### src/verilog/hcrb_defs.svh
// offsets, field positions and reset values of the hub configuration bank
// assumes: included by bare name from design files under verilog/
`ifndef HCRB_DEFS_SVH
`define HCRB_DEFS_SVH

// ------------------------------------------------------------
// register offsets
// ------------------------------------------------------------
`define HCRB_ADDR_CTRL 8'h00
`define HCRB_ADDR_VEND_LO 8'h01
`define HCRB_ADDR_CFG1 8'h07
`define HCRB_ADDR_CFG2 8'h08
`define HCRB_LOCK_LO 8'h01
`define HCRB_LOCK_HI 8'h10
`define HCRB_MEM_WORDS 8

// ------------------------------------------------------------
// field positions and reset values
// ------------------------------------------------------------
`define HCRB_CTRL_SRST 2
`define HCRB_CTRL_LOCK 1
`define HCRB_CTRL_ATTACH 0
`define HCRB_CFG1_PWR_SRC 7
`define HCRB_CFG1_LAMPS 6
`define HCRB_CFG1_FS_ONLY 5
`define HCRB_CFG1_TT_PORT 4
`define HCRB_CFG1_EOP_OFF 3
`define HCRB_CFG1_OC_HI 2
`define HCRB_CFG1_OC_LO 1
`define HCRB_CFG1_SUPPLY_SW 0
`define HCRB_CFG2_DYN 7
`define HCRB_RESET_VAL 8'h00

`endif

### src/verilog/hcrb_pkg.sv
// types shared by the hub configuration bank
// assumes: compiled before every other design file
package hcrb_pkg;
	typedef logic [7:0] hcrb_byte_t;

	typedef enum logic [6:0] {
		ST_IDLE = 7'h01,
		ST_ADDR = 7'h02,
		ST_ACK = 7'h04,
		ST_RX = 7'h08,
		ST_TX = 7'h10,
		ST_RACK = 7'h20,
		ST_OFF = 7'h40
	} hcrb_state_t;
endpackage : hcrb_pkg

### src/verilog/hcrb_reg_if.sv
// register access path between the serial engine and the memory bank
// assumes: one clock; all signals are driven by the modport owners
`timescale 1ns/100ps
`default_nettype none
interface hcrb_reg_if;
	logic wr_en;
	logic [7:0] wr_addr;
	logic [7:0] wr_data;
	logic [7:0] rd_addr;
	logic [7:0] rd_data;
	logic lock;
	logic soft_clr;

	modport ctrl (output wr_en, wr_addr, wr_data, rd_addr, lock, soft_clr, input rd_data);
	modport mem (input wr_en, wr_addr, wr_data, rd_addr, lock, soft_clr, output rd_data);
endinterface : hcrb_reg_if
`default_nettype wire

### src/verilog/hcrb_pin_sync.sv
// three-stage pin synchroniser; the output moves once stages two and three agree
// assumes: inputs are asynchronous pins, reset is already synchronised
`timescale 1ns/100ps
`default_nettype none
module hcrb_pin_sync #(
	parameter int W = 1,
	parameter logic [W-1:0] RST_VAL = '0
) (
	// clock and reset
	input wire logic clk_i,
	input wire logic rstn_i,
	// pins in, clean levels out
	input wire logic [W-1:0] d_i,
	output logic [W-1:0] q_o
);
	if (W < 1) begin : g_bad_width
		$error("hcrb_pin_sync: W must be at least 1");
	end

	logic [W-1:0] s1_r, s2_r, s3_r, q_r, q_nxt;

	always_comb begin
		q_nxt = q_r;
		for (int i = 0; i < W; i++) begin
			if (s2_r[i] == s3_r[i]) begin
				q_nxt[i] = s3_r[i];
			end
		end
	end

	always_ff @(posedge clk_i or negedge rstn_i) begin
		if (!rstn_i) begin
			s1_r <= RST_VAL;
			s2_r <= RST_VAL;
			s3_r <= RST_VAL;
			q_r <= RST_VAL;
		end else begin
			s1_r <= d_i;
			s2_r <= s1_r;
			s3_r <= s2_r;
			q_r <= q_nxt;
		end
	end

	assign q_o = q_r;
endmodule : hcrb_pin_sync
`default_nettype wire

### src/verilog/hcrb_cfg_mem.sv
// identity bytes and configuration bytes at 01h..08h
// assumes: writes arrive only after a completed write-byte transfer
`timescale 1ns/100ps
`default_nettype none
`include "hcrb_defs.svh"
module hcrb_cfg_mem
	import hcrb_pkg::*;
(
	// clock and reset
	input wire logic clk_i,
	input wire logic rstn_i,
	// register path
	hcrb_reg_if.mem bus,
	// stored values
	output logic [15:0] vendor_code_o,
	output logic [15:0] product_code_o,
	output logic [15:0] release_code_o,
	output logic [7:0] cfg1_o,
	output logic dyn_power_en_o
);
	hcrb_byte_t mem_r [`HCRB_MEM_WORDS];
	hcrb_byte_t mem_nxt [`HCRB_MEM_WORDS];
	logic [7:0] widx8, ridx8;
	logic wr_hit, rd_hit;

	assign widx8 = bus.wr_addr - `HCRB_ADDR_VEND_LO;
	assign ridx8 = bus.rd_addr - `HCRB_ADDR_VEND_LO;
	assign wr_hit = bus.wr_addr >= `HCRB_ADDR_VEND_LO && bus.wr_addr <= `HCRB_ADDR_CFG2;
	assign rd_hit = bus.rd_addr >= `HCRB_ADDR_VEND_LO && bus.rd_addr <= `HCRB_ADDR_CFG2;

	always_comb begin
		mem_nxt = mem_r;
		if (bus.soft_clr) begin
			for (int i = 0; i < `HCRB_MEM_WORDS; i++) mem_nxt[i] = `HCRB_RESET_VAL;
		end else if (bus.wr_en && wr_hit && !bus.lock) begin
			mem_nxt[widx8[2:0]] = bus.wr_data;
		end
	end

	always_ff @(posedge clk_i or negedge rstn_i) begin
		if (!rstn_i) begin
			for (int i = 0; i < `HCRB_MEM_WORDS; i++) mem_r[i] <= `HCRB_RESET_VAL;
		end else begin
			mem_r <= mem_nxt;
		end
	end

	// unimplemented addresses 09h..10h read as zero
	assign bus.rd_data = rd_hit ? mem_r[ridx8[2:0]] : `HCRB_RESET_VAL;
	// low byte sits at the lower address
	assign vendor_code_o = {mem_r[1], mem_r[0]};
	assign product_code_o = {mem_r[3], mem_r[2]};
	assign release_code_o = {mem_r[5], mem_r[4]};
	assign cfg1_o = mem_r[6];
	assign dyn_power_en_o = mem_r[7][`HCRB_CFG2_DYN];
endmodule : hcrb_cfg_mem
`default_nettype wire

### src/verilog/hcrb_hub_config_regs.sv
// hub configuration bank: serial slave engine, control/status byte, outputs
// assumes: host speaks write-byte and read-byte; slave address strap is static
//
// Contract
// - soft reset bit clears slave interface and configuration memory, self-clears.
// - while locked, writes to 01h..10h are refused; unlocked, writes to 01h..08h store.
// - lock and attach are set once and cleared only by the pin reset.
// - attach bit set signals attach toward the upstream host.
// - after the attach write completes the slave stays silent until the pin reset.
// - control, identity and first configuration bytes reset to zero.
// - vendor, product, release codes are low byte then high byte, 01h..06h.
// - configuration bit 7 picks bus power (0) or self power (1).
// - with dynamic switching on, the sense pin decides the power source.
// - configuration bit 6 reports indicator lamps present.
// - configuration bit 5 forces full-speed-only attachment.
// - configuration bit 4 gives one translator per port.
// - configuration bit 3 suppresses full-speed end-of-packet at EOF1.
// - sense field 00 ganged, 01 per port, 1x no overcurrent sensing.
// - configuration bit 0 picks ganged or per-port supply switching.
// - registers change only after a complete single write-byte transfer.
// - second configuration byte bit 7 enables dynamic power switching.
`timescale 1ns/100ps
`default_nettype none
`include "hcrb_defs.svh"
module hcrb_hub_config_regs
	import hcrb_pkg::*;
(
	// clock and reset
	input wire logic clk_i,
	input wire logic rstn_i,
	// serial slave pins
	input wire logic scl_i,
	input wire logic sda_i,
	output logic sda_o,
	output logic sda_oen_o,
	input wire logic [6:0] slave_addr_i,
	// power sense pin
	input wire logic local_supply_sense_pin_i,
	// identity values
	output logic [15:0] vendor_code_o,
	output logic [15:0] product_code_o,
	output logic [15:0] release_code_o,
	// control state
	output logic usb_attach_o,
	output logic config_lock_o,
	output logic smbus_active_o,
	// hub configuration
	output logic self_powered_o,
	output logic indicator_lamps_present_o,
	output logic full_speed_only_o,
	output logic translator_per_port_o,
	output logic frame_end_marker_off_o,
	output logic [1:0] overcurrent_sense_mode_o,
	output logic port_supply_switching_o,
	output logic dynamic_power_enable_o
);
	// ------------------------------------------------------------
	// reset release and pin sampling
	// ------------------------------------------------------------
	logic [1:0] rst_q_r;
	logic rstn;
	logic scl_s, sda_s, sense_s;

	always_ff @(posedge clk_i or negedge rstn_i) begin
		if (!rstn_i) begin
			rst_q_r <= 2'h0;
		end else begin
			rst_q_r <= {rst_q_r[0], 1'b1};
		end
	end
	assign rstn = rst_q_r[1];

	// idle bus lines are high, so start from high to avoid a false start
	hcrb_pin_sync #(.W(3), .RST_VAL(3'h3)) u_sync (
		.clk_i(clk_i),
		.rstn_i(rstn),
		.d_i({local_supply_sense_pin_i, sda_i, scl_i}),
		.q_o({sense_s, sda_s, scl_s})
	);

	// slave address strap is caught once after reset release
	logic [6:0] saddr_r, saddr_nxt;
	logic strap_done_r, strap_done_nxt;

	always_comb begin
		saddr_nxt = saddr_r;
		strap_done_nxt = 1'b1;
		if (!strap_done_r) saddr_nxt = slave_addr_i;
	end

	always_ff @(posedge clk_i or negedge rstn) begin
		if (!rstn) begin
			saddr_r <= 7'h00;
			strap_done_r <= 1'b0;
		end else begin
			saddr_r <= saddr_nxt;
			strap_done_r <= strap_done_nxt;
		end
	end

	// ------------------------------------------------------------
	// serial slave engine
	// ------------------------------------------------------------
	hcrb_reg_if reg_bus ();
	hcrb_state_t st_r, st_nxt;
	logic [3:0] cnt_r, cnt_nxt;
	logic [1:0] phase_r, phase_nxt;
	hcrb_byte_t shift_r, shift_nxt, raddr_r, raddr_nxt, wdata_r, wdata_nxt;
	hcrb_byte_t rx_byte, rd_byte;
	logic scl_q_r, sda_q_r, oen_r, oen_nxt, ack_drv_r, ack_drv_nxt;
	logic is_read_r, is_read_nxt, wr_en_r, wr_en_nxt;
	logic scl_rise, scl_fall, start_det, stop_det;
	logic lock_r, lock_nxt, attach_r, attach_nxt, srst_r, srst_nxt;

	assign scl_rise = scl_s & ~scl_q_r;
	assign scl_fall = ~scl_s & scl_q_r;
	assign start_det = scl_s & scl_q_r & sda_q_r & ~sda_s;
	assign stop_det = scl_s & scl_q_r & ~sda_q_r & sda_s;
	assign rx_byte = {shift_r[6:0], sda_s};
	// reserved and self-clearing bits of the control byte read as zero
	assign rd_byte = (raddr_r == `HCRB_ADDR_CTRL) ?
		{6'h00, lock_r, attach_r} : reg_bus.rd_data;

	always_comb begin
		st_nxt = st_r;
		cnt_nxt = cnt_r;
		phase_nxt = phase_r;
		shift_nxt = shift_r;
		raddr_nxt = raddr_r;
		wdata_nxt = wdata_r;
		oen_nxt = oen_r;
		ack_drv_nxt = ack_drv_r;
		is_read_nxt = is_read_r;
		wr_en_nxt = 1'b0;
		if (attach_r) begin
			st_nxt = ST_OFF;
			oen_nxt = 1'b1;
		end else if (srst_r) begin
			st_nxt = ST_IDLE;
			phase_nxt = 2'h0;
			oen_nxt = 1'b1;
			is_read_nxt = 1'b0;
		end else if (start_det && st_r != ST_OFF) begin
			st_nxt = ST_ADDR;
			cnt_nxt = 4'h0;
			oen_nxt = 1'b1;
			is_read_nxt = 1'b0;
			// only a restart right after the register address survives
			if (phase_r != 2'h2) phase_nxt = 2'h0;
		end else if (stop_det && st_r != ST_OFF) begin
			if (phase_r == 2'h3 && !is_read_r) wr_en_nxt = 1'b1;
			st_nxt = ST_IDLE;
			phase_nxt = 2'h0;
			oen_nxt = 1'b1;
		end else begin
			unique case (st_r)
				ST_IDLE, ST_OFF: begin
				end
				ST_ADDR: if (scl_rise) begin
					shift_nxt = rx_byte;
					cnt_nxt = cnt_r + 4'h1;
					if (cnt_r == 4'h7) begin
						st_nxt = ST_IDLE;
						if (rx_byte[7:1] == saddr_r && rx_byte[7:1] != 7'h00) begin
							if (!rx_byte[0] && phase_r == 2'h0) begin
								phase_nxt = 2'h1;
								st_nxt = ST_ACK;
							end else if (rx_byte[0] && phase_r == 2'h2) begin
								is_read_nxt = 1'b1;
								st_nxt = ST_ACK;
							end
						end
					end
				end
				ST_ACK: if (scl_fall) begin
					if (!ack_drv_r) begin
						oen_nxt = 1'b0;
						ack_drv_nxt = 1'b1;
					end else begin
						ack_drv_nxt = 1'b0;
						cnt_nxt = 4'h0;
						if (is_read_r) begin
							st_nxt = ST_TX;
							oen_nxt = rd_byte[7];
							shift_nxt = {rd_byte[6:0], 1'b0};
							cnt_nxt = 4'h1;
						end else begin
							st_nxt = ST_RX;
							oen_nxt = 1'b1;
						end
					end
				end
				ST_RX: if (scl_rise) begin
					shift_nxt = rx_byte;
					cnt_nxt = cnt_r + 4'h1;
					if (cnt_r == 4'h7) begin
						st_nxt = ST_ACK;
						if (phase_r == 2'h1) begin
							raddr_nxt = rx_byte;
							phase_nxt = 2'h2;
						end else if (phase_r == 2'h2) begin
							wdata_nxt = rx_byte;
							phase_nxt = 2'h3;
						end else begin
							// a second data byte is not a write-byte transfer
							st_nxt = ST_IDLE;
							phase_nxt = 2'h0;
						end
					end
				end
				ST_TX: if (scl_fall) begin
					if (cnt_r == 4'h8) begin
						oen_nxt = 1'b1;
						st_nxt = ST_RACK;
					end else begin
						oen_nxt = shift_r[7];
						shift_nxt = {shift_r[6:0], 1'b0};
						cnt_nxt = cnt_r + 4'h1;
					end
				end
				ST_RACK: if (scl_rise) begin
					st_nxt = ST_IDLE;
					phase_nxt = 2'h0;
				end
				default: begin
					st_nxt = ST_IDLE;
					oen_nxt = 1'b1;
				end
			endcase
		end
	end

	always_ff @(posedge clk_i or negedge rstn) begin
		if (!rstn) begin
			st_r <= ST_IDLE;
			cnt_r <= 4'h0;
			phase_r <= 2'h0;
			shift_r <= 8'h00;
			raddr_r <= 8'h00;
			wdata_r <= 8'h00;
			oen_r <= 1'b1;
			ack_drv_r <= 1'b0;
			is_read_r <= 1'b0;
			wr_en_r <= 1'b0;
			scl_q_r <= 1'b1;
			sda_q_r <= 1'b1;
		end else begin
			st_r <= st_nxt;
			cnt_r <= cnt_nxt;
			phase_r <= phase_nxt;
			shift_r <= shift_nxt;
			raddr_r <= raddr_nxt;
			wdata_r <= wdata_nxt;
			oen_r <= oen_nxt;
			ack_drv_r <= ack_drv_nxt;
			is_read_r <= is_read_nxt;
			wr_en_r <= wr_en_nxt;
			scl_q_r <= scl_s;
			sda_q_r <= sda_s;
		end
	end

	// ------------------------------------------------------------
	// control and status byte
	// ------------------------------------------------------------
	always_comb begin
		lock_nxt = lock_r;
		attach_nxt = attach_r;
		srst_nxt = 1'b0;
		// no lock check here so reset and attach stay usable
		if (wr_en_r && raddr_r == `HCRB_ADDR_CTRL) begin
			// bits 7:3 are simply not stored
			if (wdata_r[`HCRB_CTRL_SRST]) srst_nxt = 1'b1;
			if (wdata_r[`HCRB_CTRL_LOCK]) lock_nxt = 1'b1;
			if (wdata_r[`HCRB_CTRL_ATTACH]) attach_nxt = 1'b1;
		end
	end

	always_ff @(posedge clk_i or negedge rstn) begin
		if (!rstn) begin
			lock_r <= 1'b0;
			attach_r <= 1'b0;
			srst_r <= 1'b0;
		end else begin
			lock_r <= lock_nxt;
			attach_r <= attach_nxt;
			srst_r <= srst_nxt;
		end
	end

	assign reg_bus.wr_en = wr_en_r;
	assign reg_bus.wr_addr = raddr_r;
	assign reg_bus.wr_data = wdata_r;
	assign reg_bus.rd_addr = raddr_r;
	assign reg_bus.lock = lock_r;
	assign reg_bus.soft_clr = srst_r;

	// ------------------------------------------------------------
	// configuration memory and decoded outputs
	// ------------------------------------------------------------
	logic [7:0] cfg1;
	logic dyn_en, selfp_r, selfp_nxt;

	hcrb_cfg_mem u_mem (
		.clk_i(clk_i),
		.rstn_i(rstn),
		.bus(reg_bus),
		.vendor_code_o(vendor_code_o),
		.product_code_o(product_code_o),
		.release_code_o(release_code_o),
		.cfg1_o(cfg1),
		.dyn_power_en_o(dyn_en)
	);

	// dynamic switching follows the sensed supply, not the select bit
	always_comb selfp_nxt = dyn_en ? sense_s : cfg1[`HCRB_CFG1_PWR_SRC];

	always_ff @(posedge clk_i or negedge rstn) begin
		if (!rstn) selfp_r <= 1'b0;
		else selfp_r <= selfp_nxt;
	end

	assign self_powered_o = selfp_r;
	assign indicator_lamps_present_o = cfg1[`HCRB_CFG1_LAMPS];
	assign full_speed_only_o = cfg1[`HCRB_CFG1_FS_ONLY];
	assign translator_per_port_o = cfg1[`HCRB_CFG1_TT_PORT];
	assign frame_end_marker_off_o = cfg1[`HCRB_CFG1_EOP_OFF];
	assign overcurrent_sense_mode_o = cfg1[`HCRB_CFG1_OC_HI:`HCRB_CFG1_OC_LO];
	assign port_supply_switching_o = cfg1[`HCRB_CFG1_SUPPLY_SW];
	assign dynamic_power_enable_o = dyn_en;
	assign usb_attach_o = attach_r;
	assign config_lock_o = lock_r;
	assign smbus_active_o = st_r != ST_OFF;
	// open drain: the line is only ever pulled low
	assign sda_o = 1'b0;
	assign sda_oen_o = oen_r;
endmodule : hcrb_hub_config_regs
`default_nettype wire

### config.mk
export PLATFORM = sky130hd
export DESIGN_NAME = hcrb_hub_config_regs
export DESIGN_NICKNAME = d
export VERILOG_FILES = /design/src/verilog/hcrb_pkg.sv /design/src/verilog/hcrb_reg_if.sv /design/src/verilog/hcrb_pin_sync.sv /design/src/verilog/hcrb_cfg_mem.sv /design/src/verilog/hcrb_hub_config_regs.sv
export VERILOG_INCLUDE_DIRS = /design/src /design/src/verilog
export SDC_FILE = /design/constraint.sdc
export NUM_CORES = 1
export LEC_CHECK = 0
export ABC_AREA = 1
export BUFFER_PORTS_ARGS = -buffer_cell sky130_fd_sc_hd__buf_2
export CORE_ASPECT_RATIO = 1.5
export CORE_MARGIN = 4
export CORE_UTILIZATION = 35
export DETAILED_ROUTE_END_ITERATION = 8
export HOLD_SLACK_MARGIN = 0.06
export SLEW_MARGIN = 25
export SYNTH_ARGS = -nofsm -noshare
export SYNTH_HDL_FRONTEND = slang
export SYNTH_SLANG_ARGS = --single-unit
export TNS_END_PERCENT = 100
### constraint.sdc
create_clock -name clk_i -period 5.5 [get_ports clk_i]
set_clock_uncertainty 0.2 [all_clocks]
set_input_delay 1.1 -clock clk_i [delete_from_list [all_inputs] [get_ports clk_i]]
set_output_delay 1.1 -clock clk_i [all_outputs]
set_load 0.005 [all_outputs]
# Word level (Yosys, flattened, before mapping)
# Index checks and enable logic that the tools add are counted.
word_totals:
  reg_bits: 133
  inputBits: 12
  wordCells: 235
classes:
  addsub: 2
  order_cmp: 4
  n_eq_ne: 51
  n_mux: 88
  n_bitwise: 17
  reduce_logical: 40
ops:
  columns: ["op", "n"]
  rows:
  - ["2-to-1 mux 64 bit", 2]
  - ["2-to-1 mux 7 bit", 13]
  - ["2-to-1 mux 8 bit", 11]
  - ["bitwise mux 64 bit", 1]
  - ["inequality test 6 bit, second input constant", 9]
  - ["one-hot mux 7 bit (6 select lines)", 1]
  - ["inequality test 5 bit, second input constant", 8]
  - ["2-to-1 mux 1 bit", 28]
  - ["2-to-1 mux 4 bit", 7]
  - ["2-to-1 mux 2 bit", 13]
  - ["binary-select mux 8 bit (select 3 bit)", 1]
  - ["demux 8 bit (select 3 bit)", 1]
  - ["one-hot mux 8 bit (3 select lines)", 1]
  - ["AND reduction 10 bit", 2]
  - ["inequality test 3 bit, second input constant", 6]
  - ["AND reduction 9 bit", 2]
  - ["nonzero test 3 bit", 6]
  - ["AND reduction 8 bit", 2]
  - ["2-to-1 mux 3 bit", 5]
  - ["inequality test 2 bit, second input constant", 7]
  - ["one-hot mux 4 bit (3 select lines)", 1]
  - ["logical AND 1 bit", 11]
  - ["AND reduction 11 bit", 1]
  - ["inverter 1 bit", 9]
  - ["other kinds (41)", 54]

# Longest topological paths before layout
# Gate-level depths: netlist of the first run.
depth:
  depth_word: 15
  depth_mapped: 15
  depth_no_buf: 14

# Hierarchy
# From an unflattened synthesis of the first run, not the netlist that was laid out.
hier_totals:
  hier_cells: 1006
  hier_area_um2: 7602.3
by_module_without_submodules:
  columns: ["module", "instances", "cells_per_inst", "area_per_inst_um2", "seq_area_each_um2"]
  rows:
  - ["hcrb_cfg_mem", 1, 543, 3918.8, 1601.5]
  - ["hcrb_hub_config_regs", 1, 439, 3324.4, 1431.4]
  - ["hcrb_pin_sync", 1, 24, 359.1, 310.3]

# Worst setup path after synthesis of the first run
# Ideal clock, no wire load.
synth_path:
  kind: "flip-flop to flip-flop"
  startpoint: "reg raddr_r[0]"
  endpoint: "reg u_mem.mem_r, in the netlist u_mem.release_code_o[10]"
  setup_ns: 0.121
  arrival_ns: 1.891
  required_ns: 5.179
  slack_ns: 3.289
  stages_incl_launch_ff: 16
  n_path_buf: 2
  period_less_slack_ns: 2.211
  path_cell_list: "dfrtp_1 buf_2 inv_1 ha_1 inv_2 nor2_2 nand4_2 inv_2 nand2_1 nand4_2 buf_6 inv_4 nand2_4 inv_2 nand2_1 o21ai_1"
synth_between:
  elab_chain_len: 9
  elab_cells_between_ends: 16
  classes_between: "add/sub (1); order compare (4); mux (5); bitwise (1); reduce/logical (5)"
synth_rtl:
  columns: ["item", "line_no", "rtl"]
  rows:
  - ["start: declaration", "hcrb_hub_config_regs.sv:108", "hcrb_byte_t shift_r, shift_nxt, raddr_r, raddr_nxt, wdata_r, wdata_nxt;"]
  - ["start signal: assignment", "hcrb_hub_config_regs.sv:252", "raddr_r <= raddr_nxt;"]
  - ["subtractor 3 x 1 -> 3 bit (no line)", null, null]
  - ["inverter 3 -> 4 bit (implied by the code)", "hcrb_cfg_mem.sv:36", "mem_nxt[widx8[2:0]] = bus.wr_data;"]
  - ["greater-or-equal comparator 4 bit (implied by the code) / less-than comparator 4 x 1 -> 1 bit (equally long branches)", "hcrb_cfg_mem.sv:36", null]
  - ["logical AND 1 bit (implied by the code)", "hcrb_cfg_mem.sv:36", null]
  - ["2-to-1 mux 8 bit (implied by the code)", "hcrb_cfg_mem.sv:36", null]
  - ["demux 8 bit (select 3 bit)", "hcrb_cfg_mem.sv:36", null]
  - ["bitwise mux 64 bit", "hcrb_cfg_mem.sv:36", null]
  - ["2-to-1 mux 64 bit", "hcrb_cfg_mem.sv:35", "end else if (bus.wr_en && wr_hit && !bus.lock) begin"]
  - ["2-to-1 mux 64 bit", "hcrb_cfg_mem.sv:33", "if (bus.soft_clr) begin"]
  - ["end signal: assignment", "hcrb_cfg_mem.sv:44", "mem_r <= mem_nxt;"]
  - ["end: declaration", "hcrb_cfg_mem.sv:21", "hcrb_byte_t mem_r [`HCRB_MEM_WORDS];"]
# Parallel ways exist; a longest one is shown, timed or not. The select of a mux whose other input is x is not followed.
# A chain may end at the register's enable or synchronous reset.

# Final worst setup path of the first run
layout_path:
  startpoint: "reg raddr_r[0]"
  endpoint: "reg u_mem.mem_r, in the netlist u_mem.vendor_code_o[1]"
# Same word-level chain as after synthesis.

==> results of run 1 <==
-- power by group through the flow --
stage          logic, mW  clock network [mW]  registers [mW]
5_1_grt            0.281                1.23            1.07
4_1_cts            0.248                1.19            1.06
3_5_place_dp       0.247                   0            1.08
2_1_floorplan      0.190                   0            1.08
3_3_place_gp       0.243                   0            1.08
6_report           0.246                1.17            1.06
-- cells in the mapped netlist (5+ instances only) --
cell / instances
nand2_1: 253
inv_1: 123
nand3_1: 45
o21ai_1: 44
dfstp_2: 12
dfrtp_1: 121
buf_2: 5
nor3_1: 5
a21oi_1: 17
nor2_4: 8
nor2_1: 86
ha_1: 8
o21ai_2: 21
inv_2: 10
nand4_1: 6
o21ai_0: 57
o22ai_1: 5
nor2_2: 11
nand2_2: 6
buf_4: 51
-- per-stage QoR --
stage,utilization,area [um2]
5_1_grt,0.399,8170
2_1_floorplan,-,7310
6_report,0.399,8170
3_5_place_dp,0.369,7560
4_1_cts,0.399,8170
3_3_place_gp,0.369,7560
-- layout make-up --
| class | instances | area (um2) | share of cell area |
|---|---|---|---|
| clock inverters | 12 | 154 | 0.0188 |
| inverters | 135 | 514 | 0.0629 |
| flip-flops and latches | 133 | 3350 | 0.410 |
| repair buffers | 73 | 368 | 0.0450 |
| well taps | 264 | 330 | 0.0404 |
| clock buffers | 20 | 457 | 0.0559 |
| multi-input cells | 604 | 3000 | 0.367 |
-- critical path: stages (launching register included) --
cell     delay, ps
dfrtp_1        920
inv_1          270
ha_1           320
inv_2           80
nor2_2          40
nand4_2        150
inv_2           70
nand2_1         70
nand4_2        610
o21ai_1        690
o21ai_0        170
-- cells in the final DEF (no fill, tap or decap), types with 3 or more instances in the layout --
cell / synthesis / final
nand2_1: 253 / 253
nand2_2: 6 / 6
a21oi_1: 17 / 17
nor2_1: 86 / 86
conb_1: 2 / 3
dfrtp_1: 121 / 120
inv_2: 10 / 10
inv_1: 123 / 123
o31ai_1: 3 / 3
nor2_8: 3 / 3
nand4_1: 6 / 6
bufinv_16: 0 / 3
o21ai_2: 21 / 21
maj3_1: 3 / 3
o21ai_0: 57 / 57
nand3_1: 45 / 45
o21ai_1: 44 / 44
dfstp_2: 12 / 12
clkbuf_16: 0 / 17
clkinvlp_4: 0 / 6
nor2_4: 8 / 8
nor2_2: 11 / 11
nand2_4: 3 / 3
nor3_1: 5 / 5
xor2_1: 3 / 3
buf_2: 5 / 72
o22ai_1: 5 / 5
ha_1: 8 / 8
-- metal layers --
metal	up-vias	part of all wire	global-route usage
met4	0	0.050	0.0953
met5	-	0	0
met2	206	0.51	0.296
met3	64	0.048	0.0306
met1	2795	0.39	0.192
li1	2944	-	-
-- sequential cells by signal, indices dropped and copies added, names as in the netlist, 2 cells and up --
| register | flops |
|---|---|
| cnt_r | 4 |
| phase_r | 2 |
| raddr_r | 8 |
| reg_bus.wr_data | 8 |
| rst_q_r | 2 |
| saddr_r | 7 |
| shift_r | 8 |
| st_r | 7 |
| u_mem.cfg1_o | 8 |
| u_mem.mem_r | 7 |
| u_mem.product_code_o | 16 |
| u_mem.release_code_o | 16 |
| u_mem.vendor_code_o | 16 |
| u_sync.q_o | 3 |
| u_sync.s1_r | 3 |
| u_sync.s2_r | 3 |
| u_sync.s3_r | 3 |
-- path summary, 6_finish.rpt --
kind                                             start                                 end  slack [ps]  depth (start not counted)
max in group asynchronous         rst_q_r[1]$_DFF_PN0_                 st_r[5]$_DFFE_PN0P_        3540                          1
worst max-delay path            raddr_r[0]$_DFFE_PN0P_  u_mem.vendor_code_o[1]$_DFFE_PN0P_        1760                         10
min in group asynchronous         rst_q_r[1]$_DFF_PN0_              saddr_r[6]$_DFFE_PN0N_         230                          0
worst min-delay path              rst_q_r[0]$_DFF_PN0_                rst_q_r[1]$_DFF_PN0_         150                          0
worst max register to register  raddr_r[0]$_DFFE_PN0P_  u_mem.vendor_code_o[1]$_DFFE_PN0P_        1760                         10
worst min register to register    rst_q_r[0]$_DFF_PN0_                rst_q_r[1]$_DFF_PN0_         150                          0
-- cell families after synthesis --
group,count (synthesis),synth area share
multiplexers,2,0.00308
XOR/XNOR,5,0.00599
other,2,0.00103
AND/OR/NAND/NOR,434,0.267
flip-flops,133,0.457
AO/OA/AOI/OAI,149,0.116
adder cells (fa/ha/maj),11,0.0178
buffers and inverters,197,0.132
==> flow_metrics.py, run 1 <==
metrics = {
    "place": {
        "place_ws_ps": 1860,
        "gp_congestion": 0.892,
        "dp.cells": 1209,
        "dpl.hpwl_um": 14300,
        "port_buffers": 72,
    },
    "synthesis": {
        "synthesis.instances": 933,
        "synth_top_area_share": 0.414,
        "avgSynthCellArea_um2": 7.83,
        "ys_seq_elements": 133,
        "yosys-top-cells-area": "dfrtp_1 (41%), nand2_1 (13%), inv_1 (6.3%)",
        "async_flop_share": 1.00,
        "yosysWarnings": 0,
        "synth-edff-count": 0,
        "synth_cell_types": 41,
        "netlist_area_um2": 7310,
        "synth_area_leader_cell": "dfrtp_1",
        "synth-main-ff-cell": "dfrtp_1",
        "ys_seq_area_frac": 0.457,
    },
    "layout": {
        "fin_cells": 1241,
        "fillCellCount": 2175,
        "fin_nets": 984,
        "drive_above_1_share": 0.194,
        "num_antenna_cells": 0,
        "area_growth_syn_to_layout_pct": 11.8,
    },
    "power": {
        "clockPowerShare": 0.472,
        "ir_worst_vdd_mv": 0.196,
        "switchingPower_mw": 0.652,
        "finalPower_mw": 2.48,
        "swShare": 0.263,
        "p_per_area_nw_per_um2": 304,
        "seqPwrFrac": 0.429,
        "combPwrFrac": 0.099,
        "internal-power_mw": 1.83,
        "cellLeakagePower_nw": 4.02,
    },
    "route": {
        "wl_per_cell_um": 15.3,
        "postRouteAntennaNets": 0,
        "drc": 0,
        "drt_iter0_markers": 451,
        "num_vias": 6009,
        "firstDrtPassIters": 6,
        "viasPerCell": 4.84,
        "wirelength_um": 19000,
    },
    "die": {
        "die-area_um2": 23300,
        "dieHeight_um": 185,
        "die_w_um": 126,
        "core.rowCount": 64,
        "initial_utilization": 0.357,
        "core_um2": 20500,
        "pin_count": 74,
    },
    "sta": {
        "rsz0062_at_grt": "false",
        "post-route-min-period_ps": 3740,
        "max_freq_ghz": 0.267,
        "timing.final.ws_setup_ps": 1760,
        "timing.setup.tns_ps": 0,
        "tightest_slew_ps": 1040,
        "fin_crit_sh": 0.680,
        "max_slew_margin": 0.302,
        "setup_viol": 0,
        "holdWs_ps": 148,
        "finalHoldViolCount": 0,
        "final_max_slew_viol_count": 0,
    },
    "setup_path": {
        "cp.arrival_ps": 3820,
        "critical_path_required_ps": 5580,
        "crit_type": "reg2reg",
        "worstSetupStartpointType": "flip-flop",
        "critPathMaxFanout": 29,
        "cp-end-kind": "flip-flop",
    },
    "clock_tree": {
        "hold_buffers": 0,
        "cts_resized": 0,
        "cts_tree": "done",
        "cts_made_buffers": 17,
        "cts.sinks": 133,
        "cts_max_level": 4,
        "cts_buffer_depth": 2,
        "insertion_delay_ps": 430,
        "clk_pin_slew_ps": 60,
        "post-cts-setup-buffers": 0,
        "cts_root_buffer": "clkbuf_16",
    },
    "grt": {
        "grt_remaining_overflow": 0,
        "grtUsageTotal": 0.168,
        "grt_pass1_wl_um": 30700,
        "grt_pass1_vias": 5890,
        "antenna_found_initial": 0,
        "grt_max_degree": 68,
    },
    "worst_hold_path": {
        "worstHoldPathType": "reg2reg",
    },
    "outcome": {
        "status": "complete, no violations",
    },
    "job": {
        "cap_violations": 0,
    },
}
(Power assumes the default switching activity.)
==> inputs of run 2 (changes only) <==
--- a/config.mk
+++ b/config.mk
@@ -6,7 +6,7 @@
 export SDC_FILE = /design/constraint.sdc
 export NUM_CORES = 1
 export LEC_CHECK = 0
-export ABC_AREA = 1
+export ABC_AREA = 0
 export BUFFER_PORTS_ARGS = -buffer_cell sky130_fd_sc_hd__buf_2
 export CORE_ASPECT_RATIO = 1.5
 export CORE_MARGIN = 4
==> constraint.sdc (replaced) <==
create_clock -name clk_i -period 3.8 [get_ports clk_i]
set_clock_uncertainty 0.2 [all_clocks]
set_input_delay 0.76 -clock clk_i [delete_from_list [all_inputs] [get_ports clk_i]]
set_output_delay 0.76 -clock clk_i [all_outputs]
set_load 0.005 [all_outputs]
==> run 2 against run 1 <==
Total power is 35% higher; setup slack worse by 1000 ps; global-route usage up 1.1 points; cell area shrank 3.4%; final cell count fell by 21%; clock power up 37%; combinational power down 8.9%; synthesized area fell by 3.5%; synthesized cell count fell by 26%; sequential share of layout area increased by 1.4 points; critical path type unchanged; critical endpoint is now shift_r[5]$_DFFE_PN0P_; largest cell class unchanged; highest routed layer unchanged.
==> flow_metrics.py, run 2 <==
metrics = {
    "outcome": {
        "status": "complete, no violations",
    },
    "clock_tree": {
        "cts_made_buffers": 17,
        "insertion_delay_ps": 430,
        "cts.sinks": 133,
        "cts_max_level": 4,
        "cts_resized": 0,
        "cts_root_buffer": "clkbuf_16",
        "cts_tree": "done",
        "cts_buffer_depth": 2,
        "clk_pin_slew_ps": 70,
    },
    "synthesis": {
        "yosysWarnings": 0,
        "synthesis.instances": 691,
        "async_flop_share": 1.00,
        "netlist_area_um2": 7060,
        "synth.most_common_cell": "dfrtp_1",
        "yosys-top-cells-area": "dfrtp_1 (43%), mux2i_1 (8.8%), buf_4 (5.7%)",
        "ys_seq_elements": 133,
        "ys_seq_area_frac": 0.474,
        "synth_common_cells": "dfrtp_1 (121), nor2_1 (72), mux2i_1 (62)",
        "avgSynthCellArea_um2": 10.2,
        "synth_cell_types": 74,
        "synth-main-ff-cell": "dfrtp_1",
        "synth_area_leader_cell": "dfrtp_1",
        "synth_top_area_share": 0.429,
        "synth-edff-count": 0,
    },
    "sta": {
        "rsz0062_at_grt": "false",
        "max_slew_margin": 0.467,
        "post-route-min-period_ps": 3050,
        "fin_crit_sh": 0.802,
        "timing.setup.tns_ps": 0,
        "finalHoldViolCount": 0,
        "setup_viol": 0,
        "final_max_slew_viol_count": 0,
        "max_freq_ghz": 0.328,
        "tightest_slew_ps": 794,
    },
    "layout": {
        "fin_nets": 727,
        "area_growth_syn_to_layout_pct": 11.9,
        "final_cell_mix": "dfrtp_1 (119), nor2_1 (72), buf_2 (72), mux2i_1 (62), nand2_1 (51)",
        "drive_above_1_share": 0.256,
        "num_antenna_cells": 0,
        "mostFrequentLayoutCell": "dfrtp_1",
    },
    "place": {
        "dpl.hpwl_um": 14000,
        "gp_congestion": 0.896,
        "port_buffers": 72,
    },
    "die": {
        "core.rowCount": 63,
        "dieHeight_um": 182,
        "pin_count": 74,
        "die-area_um2": 22500,
        "core_um2": 19800,
        "initial_utilization": 0.357,
        "die_w_um": 124,
    },
    "setup_path": {
        "crit_path_max_incr_delay_ps": 660,
        "critPathMaxFanout": 16,
        "crit_type": "reg2reg",
        "cp-end-kind": "flip-flop",
        "cp_top_family": "multiplexers",
        "cp_slowest_cell": "xor2_2",
        "critical_path_required_ps": 3910,
        "cp.arrival_ps": 3160,
        "worstSetupStartpointType": "flip-flop",
        "path_buf_inv": 1,
        "crit_path_cell_trace": "inv_1 -> ha_1 -> xor2_2 -> mux4_2 -> a21oi_1 -> o31ai_1 -> mux2_2",
    },
    "worst_hold_path": {
        "worstHoldPathType": "reg2reg",
    },
    "grt": {
        "grt_max_degree": 78,
        "grt_pass1_wl_um": 30800,
        "grt_pass1_vias": 5324,
        "grtUsageTotal": 0.179,
        "grt_remaining_overflow": 0,
        "antenna_found_initial": 0,
    },
    "job": {
        "cap_violations": 0,
    },
    "route": {
        "drc": 0,
        "wl_per_cell_um": 19.6,
        "num_vias": 5183,
        "firstDrtPassIters": 5,
        "wirelength_um": 19200,
        "drt_iter0_markers": 325,
        "postRouteAntennaNets": 0,
        "viasPerCell": 5.29,
    },
    "power": {
        "finalPower_mw": 3.35,
        "ir_worst_vdd_mv": 0.281,
        "p_per_area_nw_per_um2": 424,
        "cellLeakagePower_nw": 4.09,
    },
}
run 2: layer usage:
layer	GRT usage	part of all wire	vias up
met2	0.316	0.54	144
met4	0.0925	0.046	0
li1	-	-	2411
met3	0.0361	0.038	58
met1	0.200	0.38	2570
met5	0	0	-
run 2: where the power goes:
part / switching, mW / total (mW) / leakage, nW / internal [mW]
combinational: 0.135 / 0.224 / 2.04 / 0.0884
clock: 0.663 / 1.60 / 0.268 / 0.939
sequential: 0.0596 / 1.52 / 1.78 / 1.46
run 2: final timing paths:
| check | slack (ps) | cells past startpoint | end | start |
|---|---|---|---|---|
| max | 750 | 7 | shift_r[5]$_DFFE_PN0P_ | raddr_r[0]$_DFFE_PN0P_ |
| min | 150 | 0 | u_sync.s2_r[2]$_DFF_PN0_ | u_sync.s1_r[2]$_DFF_PN0_ |
| max reg2reg | 750 | 7 | shift_r[5]$_DFFE_PN0P_ | raddr_r[0]$_DFFE_PN0P_ |
| min reg2reg | 150 | 0 | u_sync.s2_r[2]$_DFF_PN0_ | u_sync.s1_r[2]$_DFF_PN0_ |
| max in group asynchronous | 2280 | 1 | u_sync.q_o[0]$_DFFE_PN1N_ | rst_q_r[1]$_DFF_PN0_ |
| min in group asynchronous | 200 | 0 | u_mem.product_code_o[14]$_DFFE_PN0P_ | rst_q_r[1]$_DFF_PN0_ |
run 2: cell type report:
| class | instances | area (um2) |
|---|---|---|
| clock buffers | 19 | 453 |
| clock inverters | 13 | 125 |
| fillers | 1943 | 11900 |
| inverters | 16 | 60.1 |
| multi-input cells | 450 | 3080 |
| flip-flops and latches | 133 | 3350 |
| well taps | 260 | 325 |
| repair buffers | 89 | 503 |
run 2: timing repair:
item / 4_1_cts / 5_1_grt
hold endpoints to repair: 2 / 0
setup buffers: 0 / 0
hold buffers: 1 / 0
run 2: logic make-up after synthesis:
| family | count (synthesis) | share of synthesized area |
|---|---|---|
| other | 2 | 0.00106 |
| AO/OA/AOI/OAI | 92 | 0.0865 |
| flip-flops | 133 | 0.474 |
| XOR/XNOR | 15 | 0.0186 |
| AND/OR/NAND/NOR | 233 | 0.162 |
| buffers and inverters | 109 | 0.0919 |
| multiplexers | 96 | 0.148 |
| adder cells (fa/ha/maj) | 11 | 0.0184 |
run 2: metrics by stage:
step                      setup slack (ps)  cells   util  area (um2)  hold WS, ps
final                                  751    980  0.399        7900          147
after global routing                   587    980  0.399        7900          163
after CTS                              765    980  0.399        7900          152
after detailed placement               787    947  0.369        7310          137
after global placement                 873    947  0.369        7310          136
after floorplan                       1230    692      -        7060          131
==> inputs of run 3 (changes only) <==
==> constraint.sdc (replaced) <==
create_clock -name clk_i -period 3.1 [get_ports clk_i]
set_clock_uncertainty 0.2 [all_clocks]
set_input_delay 0.62 -clock clk_i [delete_from_list [all_inputs] [get_ports clk_i]]
set_output_delay 0.62 -clock clk_i [all_outputs]
set_load 0.005 [all_outputs]
==> run 3 against run 2 <==
First-iteration DRC count shrank 20%; clock power is 34% higher; non-clock buffer count grew 8; core utilization is 0.54 points higher; highest routed layer unchanged; die area unchanged; final cell count rose by 0.82%; via count up 1.5%; global-route usage grew 0.058 points; cell area up 1.4%; combinational power increased by 25%; hold slack got worse by 51 ps.
==> flow_metrics.py, run 3 (synthesis results as in run 2) <==
metrics = {
    "outcome": {
        "status": "complete, no violations",
    },
    "sta": {
        "finalHoldViolCount": 0,
        "timing.final.ws_setup_ps": 325,
        "rsz0062_at_grt": "false",
        "max_slew_margin": 0.471,
        "tightest_slew_ps": 794,
        "setup_viol": 0,
        "fin_crit_sh": 0.895,
        "final_max_slew_viol_count": 0,
        "post-route-min-period_ps": 2770,
        "max_freq_ghz": 0.360,
        "timing.setup.tns_ps": 0,
    },
    "setup_path": {
        "critical_path_required_ps": 2280,
        "rrSetupSlack_ps": 330,
        "worstSetupStartpointType": "flip-flop",
        "rr_endpoint": "shift_r[3]$_DFFE_PN0P_",
        "critPathMaxFanout": 13,
        "r2r-start": "sda_q_r$_DFF_PN1_",
        "cp.arrival_ps": 1950,
        "crit_start": "st_r[3]$_DFFE_PN0P_",
        "cp-end-kind": "output pin",
        "crit_type": "reg2out",
        "rr_worst_depth": 6,
    },
    "die": {
        "die-area_um2": 22500,
        "dieHeight_um": 182,
        "die_w_um": 124,
        "core_um2": 19800,
        "initial_utilization": 0.357,
        "core.rowCount": 63,
        "pin_count": 74,
    },
    "worst_hold_path": {
        "worstHoldStart": "scl_i",
        "hold_depth": 1,
        "hold_end": "u_sync.s1_r[0]$_DFF_PN1_",
        "worstHoldPathType": "in2reg",
    },
    "grt": {
        "grt_pass1_vias": 5401,
        "grt_remaining_overflow": 0,
        "antenna_found_initial": 0,
        "grt_pass1_wl_um": 30900,
        "grtUsageTotal": 0.180,
        "grt_max_degree": 69,
    },
    "clock_tree": {
        "hold_buffers": 1,
        "cts_buffer_depth": 2,
        "cts_made_buffers": 17,
        "cts_root_buffer": "clkbuf_16",
        "cts_resized": 0,
        "cts_max_level": 4,
        "cts.sinks": 133,
        "post-cts-setup-buffers": 0,
        "insertion_delay_ps": 420,
        "cts_tree": "done",
        "clk_pin_slew_ps": 60,
    },
    "power": {
        "swShare": 0.237,
        "ir_worst_vdd_mv": 0.310,
        "seqPwrFrac": 0.435,
        "cellLeakagePower_nw": 4.15,
        "internal-power_mw": 3.27,
        "switchingPower_mw": 1.02,
        "p_per_area_nw_per_um2": 536,
        "clockPowerShare": 0.500,
        "combPwrFrac": 0.066,
    },
    "layout": {
        "area_growth_syn_to_layout_pct": 13.4,
        "fin_nets": 735,
        "num_antenna_cells": 0,
        "drive_above_1_share": 0.260,
        "mostFrequentLayoutCell": "dfrtp_1",
        "fillCellCount": 1924,
        "regArea_um2": 3350,
        "final_cell_mix": "dfrtp_1 (119), nor2_1 (72), buf_2 (72), mux2i_1 (62), nand2_1 (51)",
        "multiInputGateArea_um2": 3080,
    },
    "place": {
        "gp_congestion": 0.893,
        "dpl.hpwl_um": 14400,
        "port_buffers": 72,
        "place_ws_ps": 357,
    },
    "route": {
        "wl_per_cell_um": 19.8,
        "wirelength_um": 19500,
        "num_vias": 5263,
        "viasPerCell": 5.33,
        "firstDrtPassIters": 5,
        "drc": 0,
        "postRouteAntennaNets": 0,
        "drt_iter0_markers": 259,
    },
    "job": {
        "cap_violations": 0,
    },
}
==> run 3: how the worst max path moves through the flow <==
stage | end | slack, ps | cells past startpoint
after floorplan | shift_r[3]$_DFFE_PN0P_ | 530 | 8
after global placement | shift_r[6]$_DFFE_PN0P_ | 400 | 6
after detailed placement | shift_r[3]$_DFFE_PN0P_ | 360 | 6
after CTS | smbus_active_o | 320 | 4
after global routing | reg_bus.wr_data[1]$_DFFE_PN0P_ | 90 | 6
final | smbus_active_o | 330 | 4
==> run 3: through the flow <==
stage	instance area, um2	hold WS [ps]	cells	power (mW)	utilization
after floorplan	7060	124	692	2.10	-
after global placement	7370	135	955	2.17	0.372
after detailed placement	7370	137	955	2.17	0.372
after CTS	8000	74.0	988	4.33	0.405
after global routing	8000	81.9	988	4.44	0.405
final	8000	95.4	988	4.29	0.405
==> run 3: critical path: stages (launching register included) <==
cell and delay (ps):
dfrtp_1 520, nor4_1 480, and3_1 330, inv_2 80, buf_2 140
==> run 3: cell type report <==
cell class / count / share of cell area
Clock buffer: 21 / 0.0563
Inverter: 16 / 0.00750
Timing Repair Buffer: 97 / 0.0703
Sequential cell: 133 / 0.418
Tap cell: 260 / 0.0406
Multi-Input combinational cell: 450 / 0.385
Clock inverter: 11 / 0.0219
==> run 3: per-layer routing <==
layer / vias up / track usage / wire length, um
met1: 2607 / 0.201 / 7390
met3: 57 / 0.0321 / 761
met2: 165 / 0.307 / 10200
met5: - / 0 / 0
li1: 2434 / - / -
met4: 0 / 0.117 / 1200
==> run 3: power groups by stage <==
stage	combinational, mW	clock [mW]	sequential, mW
after floorplan	0.234	0	1.87
after global placement	0.280	0	1.89
after detailed placement	0.280	0	1.89
after CTS	0.282	2.19	1.86
after global routing	0.310	2.26	1.87
final	0.281	2.14	1.86
